==> src/tsc_consts.svh <==
// Operation
// - The nanoseconds and seconds sample registers show the timestamp unit chosen by unit pointer bit 8.
// - Bit 30 of the fourth nanoseconds register is one for a rising event edge, zero for falling, reset zero.
// - Bits 29:0 of the fourth nanoseconds register hold the read-only nanoseconds, reset zero.
// - The fourth seconds register holds the read-only 32-bit seconds, reset zero.
// - The fourth phase bits 2:0 code the 8ns slot as 000, 001, 010, 011, 100 for 0 to 32ns; 101-111 unused.
// - The slot code is the capture position among five 8ns slots of one 40ns timing-clock period.
// - Bit 30 of the fifth nanoseconds register is one for a rising event edge, zero for falling, reset zero.
// - Bits 29:0 of the fifth nanoseconds register hold the read-only nanoseconds, reset zero.
// - The fifth seconds register holds the read-only 32-bit seconds, reset zero.
// - The fifth phase bits 2:0 use the same slot code, with bits 31:3 reading zero.
`ifndef TSC_CONSTS_SVH
`define TSC_CONSTS_SVH

// register byte offsets
`define TSC_OFS_UNIT_INDEX 12'h500
`define TSC_OFS_CTRL 12'h504
`define TSC_OFS_STATUS 12'h508
`define TSC_OFS_MASK 12'h50c
`define TSC_OFS_S4_NS 12'h578
`define TSC_OFS_S4_SEC 12'h57c
`define TSC_OFS_S4_PHASE 12'h580
`define TSC_OFS_S5_NS 12'h584
`define TSC_OFS_S5_SEC 12'h588
`define TSC_OFS_S5_PHASE 12'h58c
`define TSC_ADDR_W 12

// field positions
`define TSC_UNIT_PTR_BIT 8
`define TSC_POL_BIT 30
`define TSC_CTRL_RISE_BIT 0
`define TSC_CTRL_FALL_BIT 1
`define TSC_CTRL_REARM_BIT 4
`define TSC_CTRL_CNT_LSB 8

// sizes and reset values
`define TSC_NUM_UNITS 2
`define TSC_CNT_W 4
`define TSC_MAX_SAMPLES 4'h8
`define TSC_IDX_S4 4'h3
`define TSC_IDX_S5 4'h4
`define TSC_CTRL_RST 2'h3
`define TSC_ZERO32 32'h0000_0000

// 8ns slot codes inside one 40ns period
`define TSC_SLOT_0NS 3'h0
`define TSC_SLOT_8NS 3'h1
`define TSC_SLOT_16NS 3'h2
`define TSC_SLOT_24NS 3'h3
`define TSC_SLOT_32NS 3'h4

`endif

==> src/tsc_pkg.sv <==
package tsc_pkg;
    // one captured sample
    typedef struct packed {
        logic pol;
        logic [29:0] ns;
        logic [31:0] sec;
        logic [2:0] slot;
    } tsc_sample_s;

    // bus answer state, one-hot
    typedef enum logic [1:0] {
        TSC_IDLE = 2'b01,
        TSC_ACK = 2'b10
    } tsc_bus_e;
endpackage

==> src/tsc_cap_if.sv <==
`timescale 1ns/1ps
interface tsc_cap_if;
    logic rise;
    logic fall;
    logic rearm;
    logic rise_en;
    logic fall_en;
    logic [31:0] sec;
    logic [29:0] ns;
    logic [2:0] slot;
    tsc_pkg::tsc_sample_s s4;
    tsc_pkg::tsc_sample_s s5;
    logic [3:0] count;
    logic cap4;
    logic cap5;

    modport unit(input rise, fall, rearm, rise_en, fall_en, sec, ns, slot, output s4, s5, count, cap4, cap5);
    modport ctl(output rise, fall, rearm, rise_en, fall_en, sec, ns, slot, input s4, s5, count, cap4, cap5);
endinterface

==> src/tsc_sync.sv <==
`timescale 1ns/1ps
module tsc_sync (
    // clock and reset
    input wire logic clk,
    input wire logic rst,
    // asynchronous event pin
    input wire logic pin,
    // one-cycle edge pulses
    output logic rise,
    output logic fall
);

    logic meta_r, meta_nxt;
    logic stable_r, stable_nxt;
    logic prev_r, prev_nxt;

    // two stages before anything looks at the pin; prev gives edge detection
    always_comb begin
        meta_nxt = pin;
        stable_nxt = meta_r;
        prev_nxt = stable_r;
    end

    always_ff @(posedge clk) begin
        if (rst) begin
            meta_r <= 1'b0;
            stable_r <= 1'b0;
            prev_r <= 1'b0;
        end else begin
            meta_r <= meta_nxt;
            stable_r <= stable_nxt;
            prev_r <= prev_nxt;
        end
    end

    assign rise = stable_r & ~prev_r;
    assign fall = ~stable_r & prev_r;

endmodule

==> src/tsc_unit.sv <==
`timescale 1ns/1ps
`include "tsc_consts.svh"
module tsc_unit (
    // clock and reset
    input wire logic clk,
    input wire logic rst,
    // capture carrier
    tsc_cap_if.unit cap
);

    logic [3:0] cnt_r, cnt_nxt;
    tsc_pkg::tsc_sample_s s4_r, s4_nxt, s5_r, s5_nxt;
    tsc_pkg::tsc_sample_s snap;
    logic hit;
    logic [2:0] slot_code;

    // map slot position to its code; unused positions fold to slot zero
    always_comb begin
        case (cap.slot)
            3'h0: slot_code = `TSC_SLOT_0NS;
            3'h1: slot_code = `TSC_SLOT_8NS;
            3'h2: slot_code = `TSC_SLOT_16NS;
            3'h3: slot_code = `TSC_SLOT_24NS;
            3'h4: slot_code = `TSC_SLOT_32NS;
            default: slot_code = `TSC_SLOT_0NS;
        endcase
    end

    // qualified edge; counting stops at TSC_MAX_SAMPLES, eight edges, past the fifth sample slot
    assign hit = ((cap.rise & cap.rise_en) | (cap.fall & cap.fall_en)) && (cnt_r < `TSC_MAX_SAMPLES);
    assign snap = '{pol: cap.rise, ns: cap.ns, sec: cap.sec, slot: slot_code};

    // sample counter and the two sample slots held here
    always_comb begin
        cnt_nxt = cnt_r;
        s4_nxt = s4_r;
        s5_nxt = s5_r;
        if (cap.rearm) begin
            cnt_nxt = '0;
        end else if (hit) begin
            cnt_nxt = cnt_r + 4'h1;
            if (cnt_r == `TSC_IDX_S4) begin
                s4_nxt = snap;
            end
            if (cnt_r == `TSC_IDX_S5) begin
                s5_nxt = snap;
            end
        end
    end

    always_ff @(posedge clk) begin
        if (rst) begin
            cnt_r <= '0;
            s4_r <= '0;
            s5_r <= '0;
        end else begin
            cnt_r <= cnt_nxt;
            s4_r <= s4_nxt;
            s5_r <= s5_nxt;
        end
    end

    assign cap.s4 = s4_r;
    assign cap.s5 = s5_r;
    assign cap.count = cnt_r;
    assign cap.cap4 = hit & ~cap.rearm & (cnt_r == `TSC_IDX_S4);
    assign cap.cap5 = hit & ~cap.rearm & (cnt_r == `TSC_IDX_S5);

    ////////////////////////////////////////////////////////////////////////////
    // checks

    a_cap4_fields: assert property (@(posedge clk) disable iff (rst)
        cap.cap4 |=> (s4_r.sec == $past(cap.sec)) && (s4_r.ns == $past(cap.ns)) && (s4_r.pol == $past(cap.rise)))
        else $error("fourth sample not latched");
    a_cap5_fields: assert property (@(posedge clk) disable iff (rst)
        cap.cap5 |=> (s5_r.sec == $past(cap.sec)) && (s5_r.ns == $past(cap.ns)) && (s5_r.pol == $past(cap.rise)))
        else $error("fifth sample not latched");
    a_slot_legal: assert property (@(posedge clk) disable iff (rst)
        (s4_r.slot <= `TSC_SLOT_32NS) && (s5_r.slot <= `TSC_SLOT_32NS))
        else $error("reserved slot code held");
    a_s4_hold: assert property (@(posedge clk) disable iff (rst)
        !cap.cap4 |=> $stable(s4_r))
        else $error("fourth sample changed without capture");
    a_count_step: assert property (@(posedge clk) disable iff (rst)
        hit && !cap.rearm |=> cnt_r == $past(cnt_r) + 4'h1)
        else $error("sample counter did not advance");
    c_fifth_seen: cover property (@(posedge clk) disable iff (rst) cap.cap5);

endmodule

==> src/tsc_top.sv <==
// The Avalon-MM register port is this design's own decision.
`timescale 1ns/1ps
`include "tsc_consts.svh"
module tsc_top (
    // clock and reset
    input wire logic clk,
    input wire logic rst,
    // avalon-mm slave
    input wire logic [11:0] address,
    input wire logic read,
    input wire logic write,
    input wire logic [31:0] writedata,
    input wire logic [3:0] byteenable,
    output logic [31:0] readdata,
    output logic waitrequest,
    // event pins, one per timestamp unit
    input wire logic [1:0] event_in,
    // timing clock value, same clock domain
    input wire logic [31:0] time_sec,
    input wire logic [29:0] time_ns,
    input wire logic [2:0] time_slot,
    // interrupt
    output logic irq
);

    // status and mask hold two flags per unit: fourth and fifth capture
    localparam int NU = `TSC_NUM_UNITS;
    localparam int SW = 2 * `TSC_NUM_UNITS;

    ////////////////////////////////////////////////////////////////////////////
    // declarations

    tsc_pkg::tsc_bus_e state_r, state_nxt;
    logic [31:0] rdata_r, rdata_nxt;
    logic unit_sel_r, unit_sel_nxt;
    logic rise_en_r, rise_en_nxt;
    logic fall_en_r, fall_en_nxt;
    logic [SW-1:0] status_r, status_nxt;
    logic [SW-1:0] mask_r, mask_nxt;
    logic [31:0] wmask;
    logic [31:0] wbits;
    logic wr_go;
    logic rearm_go;
    logic [31:0] rd_mux;
    logic [SW-1:0] cap_ev;
    logic [1:0] ev_rise;
    logic [1:0] ev_fall;
    tsc_pkg::tsc_sample_s sel4;
    tsc_pkg::tsc_sample_s sel5;
    logic [3:0] sel_count;

    tsc_cap_if cap_bus [NU] ();

    ////////////////////////////////////////////////////////////////////////////
    // per-unit synchronisers and capture units

    for (genvar u = 0; u < NU; u++) begin : g_unit
        tsc_sync u_sync (
            .clk(clk),
            .rst(rst),
            .pin(event_in[u]),
            .rise(ev_rise[u]),
            .fall(ev_fall[u])
        );

        // timing value and edge enables fan out to every unit
        assign cap_bus[u].rise = ev_rise[u];
        assign cap_bus[u].fall = ev_fall[u];
        assign cap_bus[u].rise_en = rise_en_r;
        assign cap_bus[u].fall_en = fall_en_r;
        // rearm reaches only the unit that the pointer selects
        assign cap_bus[u].rearm = rearm_go && (unit_sel_r == 1'(u));
        assign cap_bus[u].sec = time_sec;
        assign cap_bus[u].ns = time_ns;
        assign cap_bus[u].slot = time_slot;
        assign cap_ev[2*u] = cap_bus[u].cap4;
        assign cap_ev[2*u+1] = cap_bus[u].cap5;

        tsc_unit u_unit (
            .clk(clk),
            .rst(rst),
            .cap(cap_bus[u])
        );
    end

    // unit pointer picks whose samples software sees
    always_comb begin
        if (unit_sel_r) begin
            sel4 = cap_bus[1].s4;
            sel5 = cap_bus[1].s5;
            sel_count = cap_bus[1].count;
        end else begin
            sel4 = cap_bus[0].s4;
            sel5 = cap_bus[0].s5;
            sel_count = cap_bus[0].count;
        end
    end

    ////////////////////////////////////////////////////////////////////////////
    // read mux

    // unmapped offsets and reserved bits read zero
    always_comb begin
        rd_mux = `TSC_ZERO32;
        case (address)
            `TSC_OFS_UNIT_INDEX: rd_mux[`TSC_UNIT_PTR_BIT] = unit_sel_r;
            `TSC_OFS_CTRL: begin
                rd_mux[`TSC_CTRL_RISE_BIT] = rise_en_r;
                rd_mux[`TSC_CTRL_FALL_BIT] = fall_en_r;
                rd_mux[`TSC_CTRL_CNT_LSB +: `TSC_CNT_W] = sel_count;
            end
            `TSC_OFS_STATUS: rd_mux[SW-1:0] = status_r;
            `TSC_OFS_MASK: rd_mux[SW-1:0] = mask_r;
            `TSC_OFS_S4_NS: rd_mux = {1'b0, sel4.pol, sel4.ns};
            `TSC_OFS_S4_SEC: rd_mux = sel4.sec;
            `TSC_OFS_S4_PHASE: rd_mux[2:0] = sel4.slot;
            `TSC_OFS_S5_NS: rd_mux = {1'b0, sel5.pol, sel5.ns};
            `TSC_OFS_S5_SEC: rd_mux = sel5.sec;
            `TSC_OFS_S5_PHASE: rd_mux[2:0] = sel5.slot;
            default: rd_mux = `TSC_ZERO32;
        endcase
    end

    ////////////////////////////////////////////////////////////////////////////
    // bus handshake: request held one cycle, answered in the next

    // read data are sampled on the first cycle so they stand during the answer cycle
    always_comb begin
        state_nxt = state_r;
        rdata_nxt = rdata_r;
        case (state_r)
            tsc_pkg::TSC_IDLE: begin
                if (read || write) begin
                    state_nxt = tsc_pkg::TSC_ACK;
                    rdata_nxt = read ? rd_mux : `TSC_ZERO32;
                end
            end
            tsc_pkg::TSC_ACK: state_nxt = tsc_pkg::TSC_IDLE;
            default: state_nxt = tsc_pkg::TSC_IDLE;
        endcase
    end

    always_ff @(posedge clk) begin
        if (rst) begin
            state_r <= tsc_pkg::TSC_IDLE;
            rdata_r <= `TSC_ZERO32;
        end else begin
            state_r <= state_nxt;
            rdata_r <= rdata_nxt;
        end
    end

    // one wait state per access; a write dropped before its answer cycle is lost
    assign waitrequest = (read || write) && (state_r != tsc_pkg::TSC_ACK);
    assign readdata = rdata_r;
    assign wr_go = write && (state_r == tsc_pkg::TSC_ACK);
    assign wmask = {{8{byteenable[3]}}, {8{byteenable[2]}}, {8{byteenable[1]}}, {8{byteenable[0]}}};
    assign wbits = writedata & wmask;
    assign rearm_go = wr_go && (address == `TSC_OFS_CTRL) && wbits[`TSC_CTRL_REARM_BIT];

    ////////////////////////////////////////////////////////////////////////////
    // control, status and mask registers

    // a capture in the same cycle as a clearing write keeps its status bit
    always_comb begin
        unit_sel_nxt = unit_sel_r;
        rise_en_nxt = rise_en_r;
        fall_en_nxt = fall_en_r;
        status_nxt = status_r;
        mask_nxt = mask_r;
        if (wr_go) begin
            case (address)
                `TSC_OFS_UNIT_INDEX: begin
                    if (byteenable[1]) begin
                        unit_sel_nxt = writedata[`TSC_UNIT_PTR_BIT];
                    end
                end
                `TSC_OFS_CTRL: begin
                    if (byteenable[0]) begin
                        rise_en_nxt = writedata[`TSC_CTRL_RISE_BIT];
                        fall_en_nxt = writedata[`TSC_CTRL_FALL_BIT];
                    end
                end
                `TSC_OFS_STATUS: status_nxt = status_r & ~wbits[SW-1:0];
                `TSC_OFS_MASK: mask_nxt = (mask_r & ~wmask[SW-1:0]) | wbits[SW-1:0];
                default: status_nxt = status_r;
            endcase
        end
        status_nxt = status_nxt | cap_ev;
    end

    always_ff @(posedge clk) begin
        if (rst) begin
            unit_sel_r <= 1'b0;
            rise_en_r <= 1'(`TSC_CTRL_RST >> `TSC_CTRL_RISE_BIT);
            fall_en_r <= 1'(`TSC_CTRL_RST >> `TSC_CTRL_FALL_BIT);
            status_r <= '0;
            mask_r <= '0;
        end else begin
            unit_sel_r <= unit_sel_nxt;
            rise_en_r <= rise_en_nxt;
            fall_en_r <= fall_en_nxt;
            status_r <= status_nxt;
            mask_r <= mask_nxt;
        end
    end

    // level interrupt while any unmasked capture flag stands
    assign irq = |(status_r & mask_r);

    ////////////////////////////////////////////////////////////////////////////
    // checks

    a_bus_answer: assert property (@(posedge clk) disable iff (rst)
        (read || write) && waitrequest |=> !waitrequest)
        else $error("bus answer later than one cycle");
    a_sel_ns_read: assert property (@(posedge clk) disable iff (rst)
        read && waitrequest && address == `TSC_OFS_S4_NS |=> readdata == {1'b0, $past(sel4.pol), $past(sel4.ns)})
        else $error("fourth nanoseconds read wrong");
    a_sec5_read: assert property (@(posedge clk) disable iff (rst)
        read && waitrequest && address == `TSC_OFS_S5_SEC |=> readdata == $past(sel5.sec))
        else $error("fifth seconds read wrong");
    a_phase_upper: assert property (@(posedge clk) disable iff (rst)
        read && waitrequest && (address == `TSC_OFS_S4_PHASE || address == `TSC_OFS_S5_PHASE)
        |=> readdata[31:3] == 29'h0)
        else $error("phase reserved bits not zero");
    a_status_set: assert property (@(posedge clk) disable iff (rst)
        |cap_ev |=> (status_r & $past(cap_ev)) == $past(cap_ev))
        else $error("capture flag lost");
    a_irq_follow: assert property (@(posedge clk) disable iff (rst)
        (|cap_ev) && ((cap_ev & mask_r) != '0) && !wr_go |=> irq)
        else $error("unmasked capture gave no interrupt");
    c_read_s4: cover property (@(posedge clk) disable iff (rst) read && !waitrequest && address == `TSC_OFS_S4_NS);
    c_unit1_sel: cover property (@(posedge clk) disable iff (rst) unit_sel_r && cap_ev[2]);
    c_irq_up: cover property (@(posedge clk) disable iff (rst) $rose(irq));
    c_count_full: cover property (@(posedge clk) disable iff (rst) sel_count == `TSC_MAX_SAMPLES);

    // reset values; enables come out of reset set so captures run before any setup write
    a_rst_regs: assert property (@(posedge clk)
        rst |=> !unit_sel_r && rise_en_r && fall_en_r)
        else $error("control registers not at reset values");
    a_rst_flags: assert property (@(posedge clk)
        rst |=> (status_r == '0) && (mask_r == '0) && !irq)
        else $error("flags or interrupt not cleared by reset");
    a_rst_bus: assert property (@(posedge clk)
        rst |=> (state_r == tsc_pkg::TSC_IDLE) && (readdata == `TSC_ZERO32))
        else $error("bus side not idle after reset");

    // read data follow the selected unit
    a_s4_sec_read: assert property (@(posedge clk) disable iff (rst)
        read && waitrequest && address == `TSC_OFS_S4_SEC |=> readdata == $past(sel4.sec))
        else $error("fourth seconds read wrong");
    a_s4_phase_read: assert property (@(posedge clk) disable iff (rst)
        read && waitrequest && address == `TSC_OFS_S4_PHASE
        |=> readdata[2:0] == $past(sel4.slot))
        else $error("fourth phase read wrong");
    a_s5_ns_read: assert property (@(posedge clk) disable iff (rst)
        read && waitrequest && address == `TSC_OFS_S5_NS
        |=> readdata == {1'b0, $past(sel5.pol), $past(sel5.ns)})
        else $error("fifth nanoseconds read wrong");
    a_s5_phase_read: assert property (@(posedge clk) disable iff (rst)
        read && waitrequest && address == `TSC_OFS_S5_PHASE
        |=> readdata[2:0] == $past(sel5.slot))
        else $error("fifth phase read wrong");
    a_ns_top_zero: assert property (@(posedge clk) disable iff (rst)
        read && waitrequest && (address == `TSC_OFS_S4_NS || address == `TSC_OFS_S5_NS) |=> !readdata[31])
        else $error("nanoseconds reserved bit set");
    a_unit_rd: assert property (@(posedge clk) disable iff (rst)
        read && waitrequest && address == `TSC_OFS_UNIT_INDEX
        |=> readdata[`TSC_UNIT_PTR_BIT] == $past(unit_sel_r))
        else $error("unit pointer read wrong");
    a_ctrl_read: assert property (@(posedge clk) disable iff (rst)
        read && waitrequest && address == `TSC_OFS_CTRL
        |=> readdata[`TSC_CTRL_CNT_LSB +: `TSC_CNT_W] == $past(sel_count))
        else $error("sample count read wrong");
    a_write_zero: assert property (@(posedge clk) disable iff (rst)
        write && waitrequest |=> readdata == `TSC_ZERO32)
        else $error("write answered with data");

    // writes and their effects
    a_unit_ptr: assert property (@(posedge clk) disable iff (rst)
        wr_go && address == `TSC_OFS_UNIT_INDEX && byteenable[1]
        |=> unit_sel_r == $past(writedata[`TSC_UNIT_PTR_BIT]))
        else $error("unit pointer write lost");
    a_sample_ro: assert property (@(posedge clk) disable iff (rst)
        wr_go && (address >= `TSC_OFS_S4_NS) && (address <= `TSC_OFS_S5_PHASE) && (cap_ev == '0)
        |=> $stable(sel4) && $stable(sel5))
        else $error("sample register changed by a write");
    a_w1c_clear: assert property (@(posedge clk) disable iff (rst)
        wr_go && address == `TSC_OFS_STATUS && (cap_ev == '0)
        |=> (status_r & $past(wbits[SW-1:0])) == '0)
        else $error("status bit not cleared by a one");
    a_rearm_zero: assert property (@(posedge clk) disable iff (rst)
        rearm_go |=> sel_count == 4'h0)
        else $error("rearm left a sample count");

    // capture side
    a_edge_off: assert property (@(posedge clk) disable iff (rst)
        !rise_en_r && !fall_en_r |-> cap_ev == '0)
        else $error("capture with both edges disabled");
    a_count_cap: assert property (@(posedge clk) disable iff (rst)
        sel_count <= `TSC_MAX_SAMPLES)
        else $error("sample count beyond its last slot");

endmodule

==> config.mk <==
export PLATFORM = sky130hd
export DESIGN_NAME = tsc_top
export DESIGN_NICKNAME = d
export VERILOG_FILES = /design/src/tsc_pkg.sv /design/src/tsc_cap_if.sv /design/src/tsc_sync.sv /design/src/tsc_unit.sv /design/src/tsc_top.sv
export VERILOG_INCLUDE_DIRS = /design/src
export SDC_FILE = /design/constraint.sdc
export NUM_CORES = 1
export LEC_CHECK = 0
export BUFFER_PORTS_ARGS = -buffer_cell sky130_fd_sc_hd__buf_2
export CELL_PAD_IN_SITES_DETAIL_PLACEMENT = 1
export CELL_PAD_IN_SITES_GLOBAL_PLACEMENT = 1
export CORE_ASPECT_RATIO = 1.5
export CORE_UTILIZATION = 37
export CTS_CLUSTER_SIZE = 30
export DETAILED_ROUTE_END_ITERATION = 10
export PLACE_DENSITY_LB_ADDON = 0.1
export SKIP_CTS_REPAIR_TIMING = 1
export SYNTH_ARGS = -nofsm -noshare
export SYNTH_HDL_FRONTEND = slang
export SYNTH_SLANG_ARGS = --single-unit
export TNS_END_PERCENT = 100
==> constraint.sdc <==
create_clock -name clk -period 2.7 [get_ports clk]
set_clock_uncertainty 0.1 [all_clocks]
set_input_delay 0 -clock clk [delete_from_list [all_inputs] [get_ports clk]]
set_output_delay 0 -clock clk [all_outputs]
set_load 0.02 [all_outputs]
After elaboration in Yosys (flattened, before gate mapping)
Index checks and enable logic that the tools add are counted.
{"block": "word_totals", "out_inout_bits": 34, "in_bits": 119, "wordCells": 123, "register_bits": 323}
{"block": "classes", "n_eq_ne": 21, "add_sub_neg": 2, "n_mux": 14, "n_bitwise": 32, "n_reduce_logical": 21, "magnitude_cmp": 2}
{"op": "66-bit two-way mux", "count": 2}
{"op": "12-bit by 11-bit == test with 1-bit output (second input constant)", "count": 10}
{"op": "20-bit case mux with 4 select lines", "count": 1}
{"op": "32-bit two-way mux", "count": 1}
{"op": "2-bit case mux with 9 select lines", "count": 1}
{"op": "3-bit AND reduction", "count": 6}
{"op": "4-bit case mux with 4 select lines", "count": 1}
{"op": "3-bit case mux with 5 select lines", "count": 1}
{"op": "1-bit bitwise AND", "count": 14}
{"op": "4-bit bitwise AND", "count": 3}
{"op": "4-bit two-way mux", "count": 3}
{"op": "1-bit case mux with 6 select lines", "count": 2}
{"op": "3-bit case mux with 4 select lines", "count": 1}
{"op": "4-bit by 1-bit adder with 4-bit output (second input constant)", "count": 2}
{"op": "4-bit by 2-bit == test with 1-bit output (second input constant)", "count": 2}
{"op": "4-bit by 3-bit == test with 1-bit output (second input constant)", "count": 2}
{"op": "1-bit logical AND", "count": 8}
{"op": "4-bit less-than comparator (second input constant)", "count": 2}
{"op": "1-bit inverter", "count": 8}
{"op": "4-bit inverter", "count": 2}
{"op": "4-bit bitwise OR", "count": 2}
{"op": "1-bit case mux with 8 select lines", "count": 1}
{"op": "3-bit by 2-bit == test with 1-bit output (second input constant)", "count": 2}
{"op": "2-bit OR reduction", "count": 3}
{"op": "other kinds (10)", "count": 12}

Depth between registers and ports, before layout
{"block": "depth", "depth_word": 9, "mapped_depth": 9, "ltp_nobuf": 7}

Cells and area by module
From an unflattened synthesis, not the netlist that was laid out.
{"block": "unflattened", "hier_cells": 1516, "hier_area_um2": 15916.5}
{"mod": "tsc_unit at g_unit[1].u_unit", "area_each_um2": 5756.8, "seq_area_each_um2": 2722.6, "cells_per_inst": 525, "instances": 1}
{"mod": "tsc_unit at g_unit[0].u_unit", "area_each_um2": 5745.5, "seq_area_each_um2": 2722.6, "cells_per_inst": 526, "instances": 1}
{"mod": "tsc_top", "area_each_um2": 4231.6, "seq_area_each_um2": 900.9, "cells_per_inst": 449, "instances": 1}
{"mod": "tsc_sync", "area_each_um2": 91.3, "seq_area_each_um2": 60.1, "cells_per_inst": 8, "instances": 2}

Worst setup path before layout
OpenSTA, ideal clock, no wires.
{"block": "synth_path", "path_type": "reg-to-reg", "startpoint": "register unit_sel_r", "endpoint": "register rdata_r[12], in the netlist readdata[12]", "path_stages_with_launch": 7, "n_path_buf": 4, "setup_time_ps": 128, "slack_ps": 449, "required_time_ps": 2472, "arrival_ps": 2023, "path_cell_list": "dfxtp_1 -> clkbuf_1 -> clkbuf_1 -> clkbuf_1 -> clkbuf_1 -> mux2i_1 -> o21ai_0"}
{"block": "synth_between", "elab_chain_cells": 3, "word_cells_on_any_way": 4}
{"item": "from (decl)", "line_no": "tsc_top.sv:35", "rtl": "logic unit_sel_r, unit_sel_nxt;"}
{"item": "from (signal assigned)", "line_no": "tsc_top.sv:200", "rtl": "unit_sel_r <= unit_sel_nxt;"}
{"item": "66-bit two-way mux", "line_no": "tsc_top.sv:88", "rtl": "if (unit_sel_r) begin"}
{"item": "20-bit case mux with 4 select lines (*)", "line_no": "tsc_top.sv:105", "rtl": "case (address)"}
{"item": "32-bit two-way mux (no line) (*)"}
{"item": "to (signal assigned)", "line_no": "tsc_top.sv:146", "rtl": "rdata_r <= `TSC_ZERO32;"}
{"item": "to (signal assigned)", "line_no": "tsc_top.sv:149", "rtl": "rdata_r <= rdata_nxt;"}
{"item": "to (decl)", "line_no": "tsc_top.sv:34", "rtl": "logic [31:0] rdata_r, rdata_nxt;"}
Mark *: on every way between the ends. The rest lies on a longest branch, timed or not.
A chain may end at the register's enable or synchronous reset.

Worst setup path in the final report
{"block": "layout_path", "startpoint": "input address[1]", "endpoint": "register unit_sel_r"}
{"block": "layout_between", "elab_chain_cells": 2}
{"item": "from (decl)", "line_no": "tsc_top.sv:9", "rtl": "input wire logic [11:0] address,"}
{"item": "12-bit by 11-bit == test with 1-bit output", "line_no": "tsc_top.sv:172", "rtl": "case (address)"}
{"item": "3-bit AND reduction (no line)"}
No other way between the ends.

==> results.json <==
{
  "outcome": "finished with violations",
  "violations": "negative hold slack",
  "initial_utilization_pct": 37.8,
  "wl_met1_mm": 19.8,
  "tightest_slew_ns": 1.15,
  "final_cell_mix": "nand2_1 (552), dfxtp_1 (322), a21oi_1 (304), buf_2 (123), mux2i_1 (117)",
  "wirelength_mm": 46.5,
  "grt_max_degree": 166,
  "antenna_found_initial": 1,
  "dp_hpwl_mm": 27.6,
  "cap_violations": 0,
  "p_per_area_mw_per_mm2": 608,
  "cts_max_level": 2,
  "clock_latency_ns": 0.52,
  "hold_viol_final": 1,
  "maxSlewViolCount": 0,
  "die_w_um": 159,
  "port_buffers": 124,
  "synth_nets": 1820,
  "vias": 12500,
  "finalInstanceArea_mm2": 0.0170,
  "die_area_mm2": 0.0377,
  "cts.sinks": 323,
  "holdWs_ns": -0.0427,
  "viasPerCell": 5.32,
  "synthArstFlopShare_pct": 0,
  "multi_input_area_mm2": 0.00667,
  "yosysSeqAreaShare_pct": 47.3,
  "ys_ff_latch": 323,
  "synth-edff-count": 0,
  "topRoutingLayerUsed": "met4",
  "grt_pass1_wl_mm": 71.6,
  "crit_path_end_kind": "flip-flop",
  "holdCritStartpoint": "address[7]",
  "crit_chain": "dlygate4sd3_1, buf_2, or4_1, nor2_1, nand3_1, mux2i_1, dlygate4sd3_1, nor2_1, dlygate4sd3_1",
  "num_rows": 85,
  "cts_tree": "built",
  "placed_area_mm2": 0.0149,
  "drtPass1Iterations": 4,
  "relSlewSlack_pct": 23.5,
  "min_period_ns": 2.66,
  "slowest_stage": "or4_1",
  "nets": 1976,
  "path_class": "in -> reg",
  "syn_area_mm2": 0.0137,
  "critPathLaunchType": "primary input",
  "worst_ep_arrival_time_ns": 2.96,
  "gp_congestion": 0.757,
  "setup_viol": 0,
  "fillers": 4384,
  "worstPathRequired_ns": 3.00,
  "wl_met3_mm": 1.61,
  "drtAntennaViolNets": 0,
  "r2r_start": "cap_bus[0].fall_en$_SDFFE_PP1P_",
  "yosys_most_used_dff": "dfxtp_1",
  "cts.clk_slew.worst_paths_ns": 0.06,
  "pin_count": 153,
  "final_common_cell": "nand2_1",
  "drive_gt1_share_pct": 13.9,
  "yosysWarnings": 0,
  "avgSynthCellArea_um2": 8.06,
  "path_common_cell": "dlygate4sd3_1",
  "grt-ovfl-total": 0,
  "regArea_mm2": 0.00647,
  "wire_per_inst_um": 19.7,
  "fmax_mhz": 376,
  "dr_wl_met2_mm": 24.1,
  "critPathMaxStageDelay_ns": 0.67,
  "cts_buffer_depth": 3,
  "finalCritPeriodShare_pct": 98.5,
  "cts_root_buf": "clkbuf_16",
  "critPathMaxFanout": 10,
  "hold_class": "in -> reg",
  "ir_drop_mv": 0.427,
  "drc": 0,
  "worst_setup_path_startpoint": "address[1]",
  "grt_pass1_vias": 12600,
  "die_h_um": 237,
  "postSynthCellCount": 1697,
  "p_leak_uw": 0.00557,
  "coreArea_mm2": 0.0362,
  "drt_iter0_drc": 667,
  "yosysUniqueCellTypes": 53,
  "area_delta_synth_final_pct": 24.3,
  "cts_buffers": 35,
  "final_util_pct": 47.0,
  "track_usage_pct": 24.1
}
-- cells in the mapped netlist (3+ instances only) --
master	n	area, um^2
a21oi_1	305	1530
dfxtp_1	323	6470
a22oi_1	5	37.5
o21a_1	6	45.0
ha_1	4	50.1
a41oi_1	3	26.3
o21ai_0	34	170
nand4bb_1	3	33.8
o22ai_1	40	250
nand2_1	552	2070
a21boi_0	3	22.5
buf_1	7	26.3
nor3_1	12	60.1
inv_1	8	30.0
nor2_1	21	78.8
mux2_2	23	259
nor4_1	3	18.8
buf_4	10	75.1
a22o_1	26	228
mux2i_1	117	1170
a211oi_1	5	37.5
nor2b_1	11	68.8
nand3b_1	6	45.0
buf_2	33	165
nand3_1	20	100
clkbuf_1	80	300
-- report_power, final --
| part | internal [uW] | switching, uW | leakage, uW |
|---|---|---|---|
| clock | 3090 | 2000 | 0.000604 |
| combinational | 176 | 266 | 0.00236 |
| sequential | 4770 | 11.0 | 0.00260 |
-- metrics by stage --
step / cells / hold WS [ns] / power (uW) / worst slack [ns] / TNS, ns
2_1_floorplan: 1697 / 0.0282 / 5040 / 0.449 / 0
3_5_place_dp: 2208 / 0.122 / 5230 / 0.319 / 0
3_3_place_gp: 2208 / 0.120 / 5230 / 0.336 / 0
5_1_grt: 2358 / -0.00191 / 10600 / -0.0253 / -0.0253
4_1_cts: 2271 / -0.417 / 10300 / 0.355 / 0
6_report: 2358 / -0.0427 / 10300 / 0.0401 / 0
-- kinds of logic after synthesis --
family | Yosys count | share of synthesized area, %
AOI/OAI and AO/OA | 440 | 17.9
buffers and inverters | 139 | 4.45
xor gates and xnor gates | 2 | 0.128
and+or+nand+nor | 649 | 19.4
adders and majority gates | 4 | 0.366
muxes | 140 | 10.5
DFF | 323 | 47.3
-- worst max-delay path, delay by kind of cell --
kind | cells | cell delay, ns
AND/OR/NAND/NOR | 4 | 0.97
buffers and inverters | 4 | 1.83
multiplexers | 1 | 0.15
-- layout make-up --
| cell class | count | share of cell area [%] |
|---|---|---|
| Tap cell | 478 | 3.52 |
| Inverter | 8 | 0.177 |
| Sequential cell | 323 | 38.1 |
| Timing Repair Buffer | 250 | 11.8 |
| Multi-Input combinational cell | 1235 | 39.2 |
| Antenna cell | 1 | 0.0147 |
| Clock inverter | 9 | 0.722 |
| Clock buffer | 54 | 6.47 |
-- registers in the layout, indices dropped and copies added, names as in the netlist, named ones only --
name	flops
cap_bus.fall_en	1
cap_bus.rise_en	1
g_unit.u_sync.meta_r	2
g_unit.u_sync.prev_nxt	2
g_unit.u_sync.prev_r	2
g_unit.u_unit.cap.count	8
g_unit.u_unit.cap.s4	132
g_unit.u_unit.cap.s5	132
readdata	32
state_r	2
status_r	4
unit_sel_r	1
-- routing by layer --
layer	GRT usage (%)	up-vias
li1	-	6083
met4	7.14	0
met2	44.7	194
met3	3.72	61
met1	28.4	6197
met5	0	-
-- final timing paths --
kind | slack [ns] | cells past startpoint | end
worst max-delay path | 0.04 | 9 | unit_sel_r$_SDFFE_PP0P_
worst min-delay path | -0.04 | 3 | readdata[3]$_SDFFE_PP0P_
worst max register to register | 0.39 | 7 | g_unit[1].u_unit.cap.s4[56]$_SDFFE_PP0P_
worst min register to register | 0.35 | 2 | readdata[10]$_SDFFE_PP0P_
(Power assumes the default switching activity.)
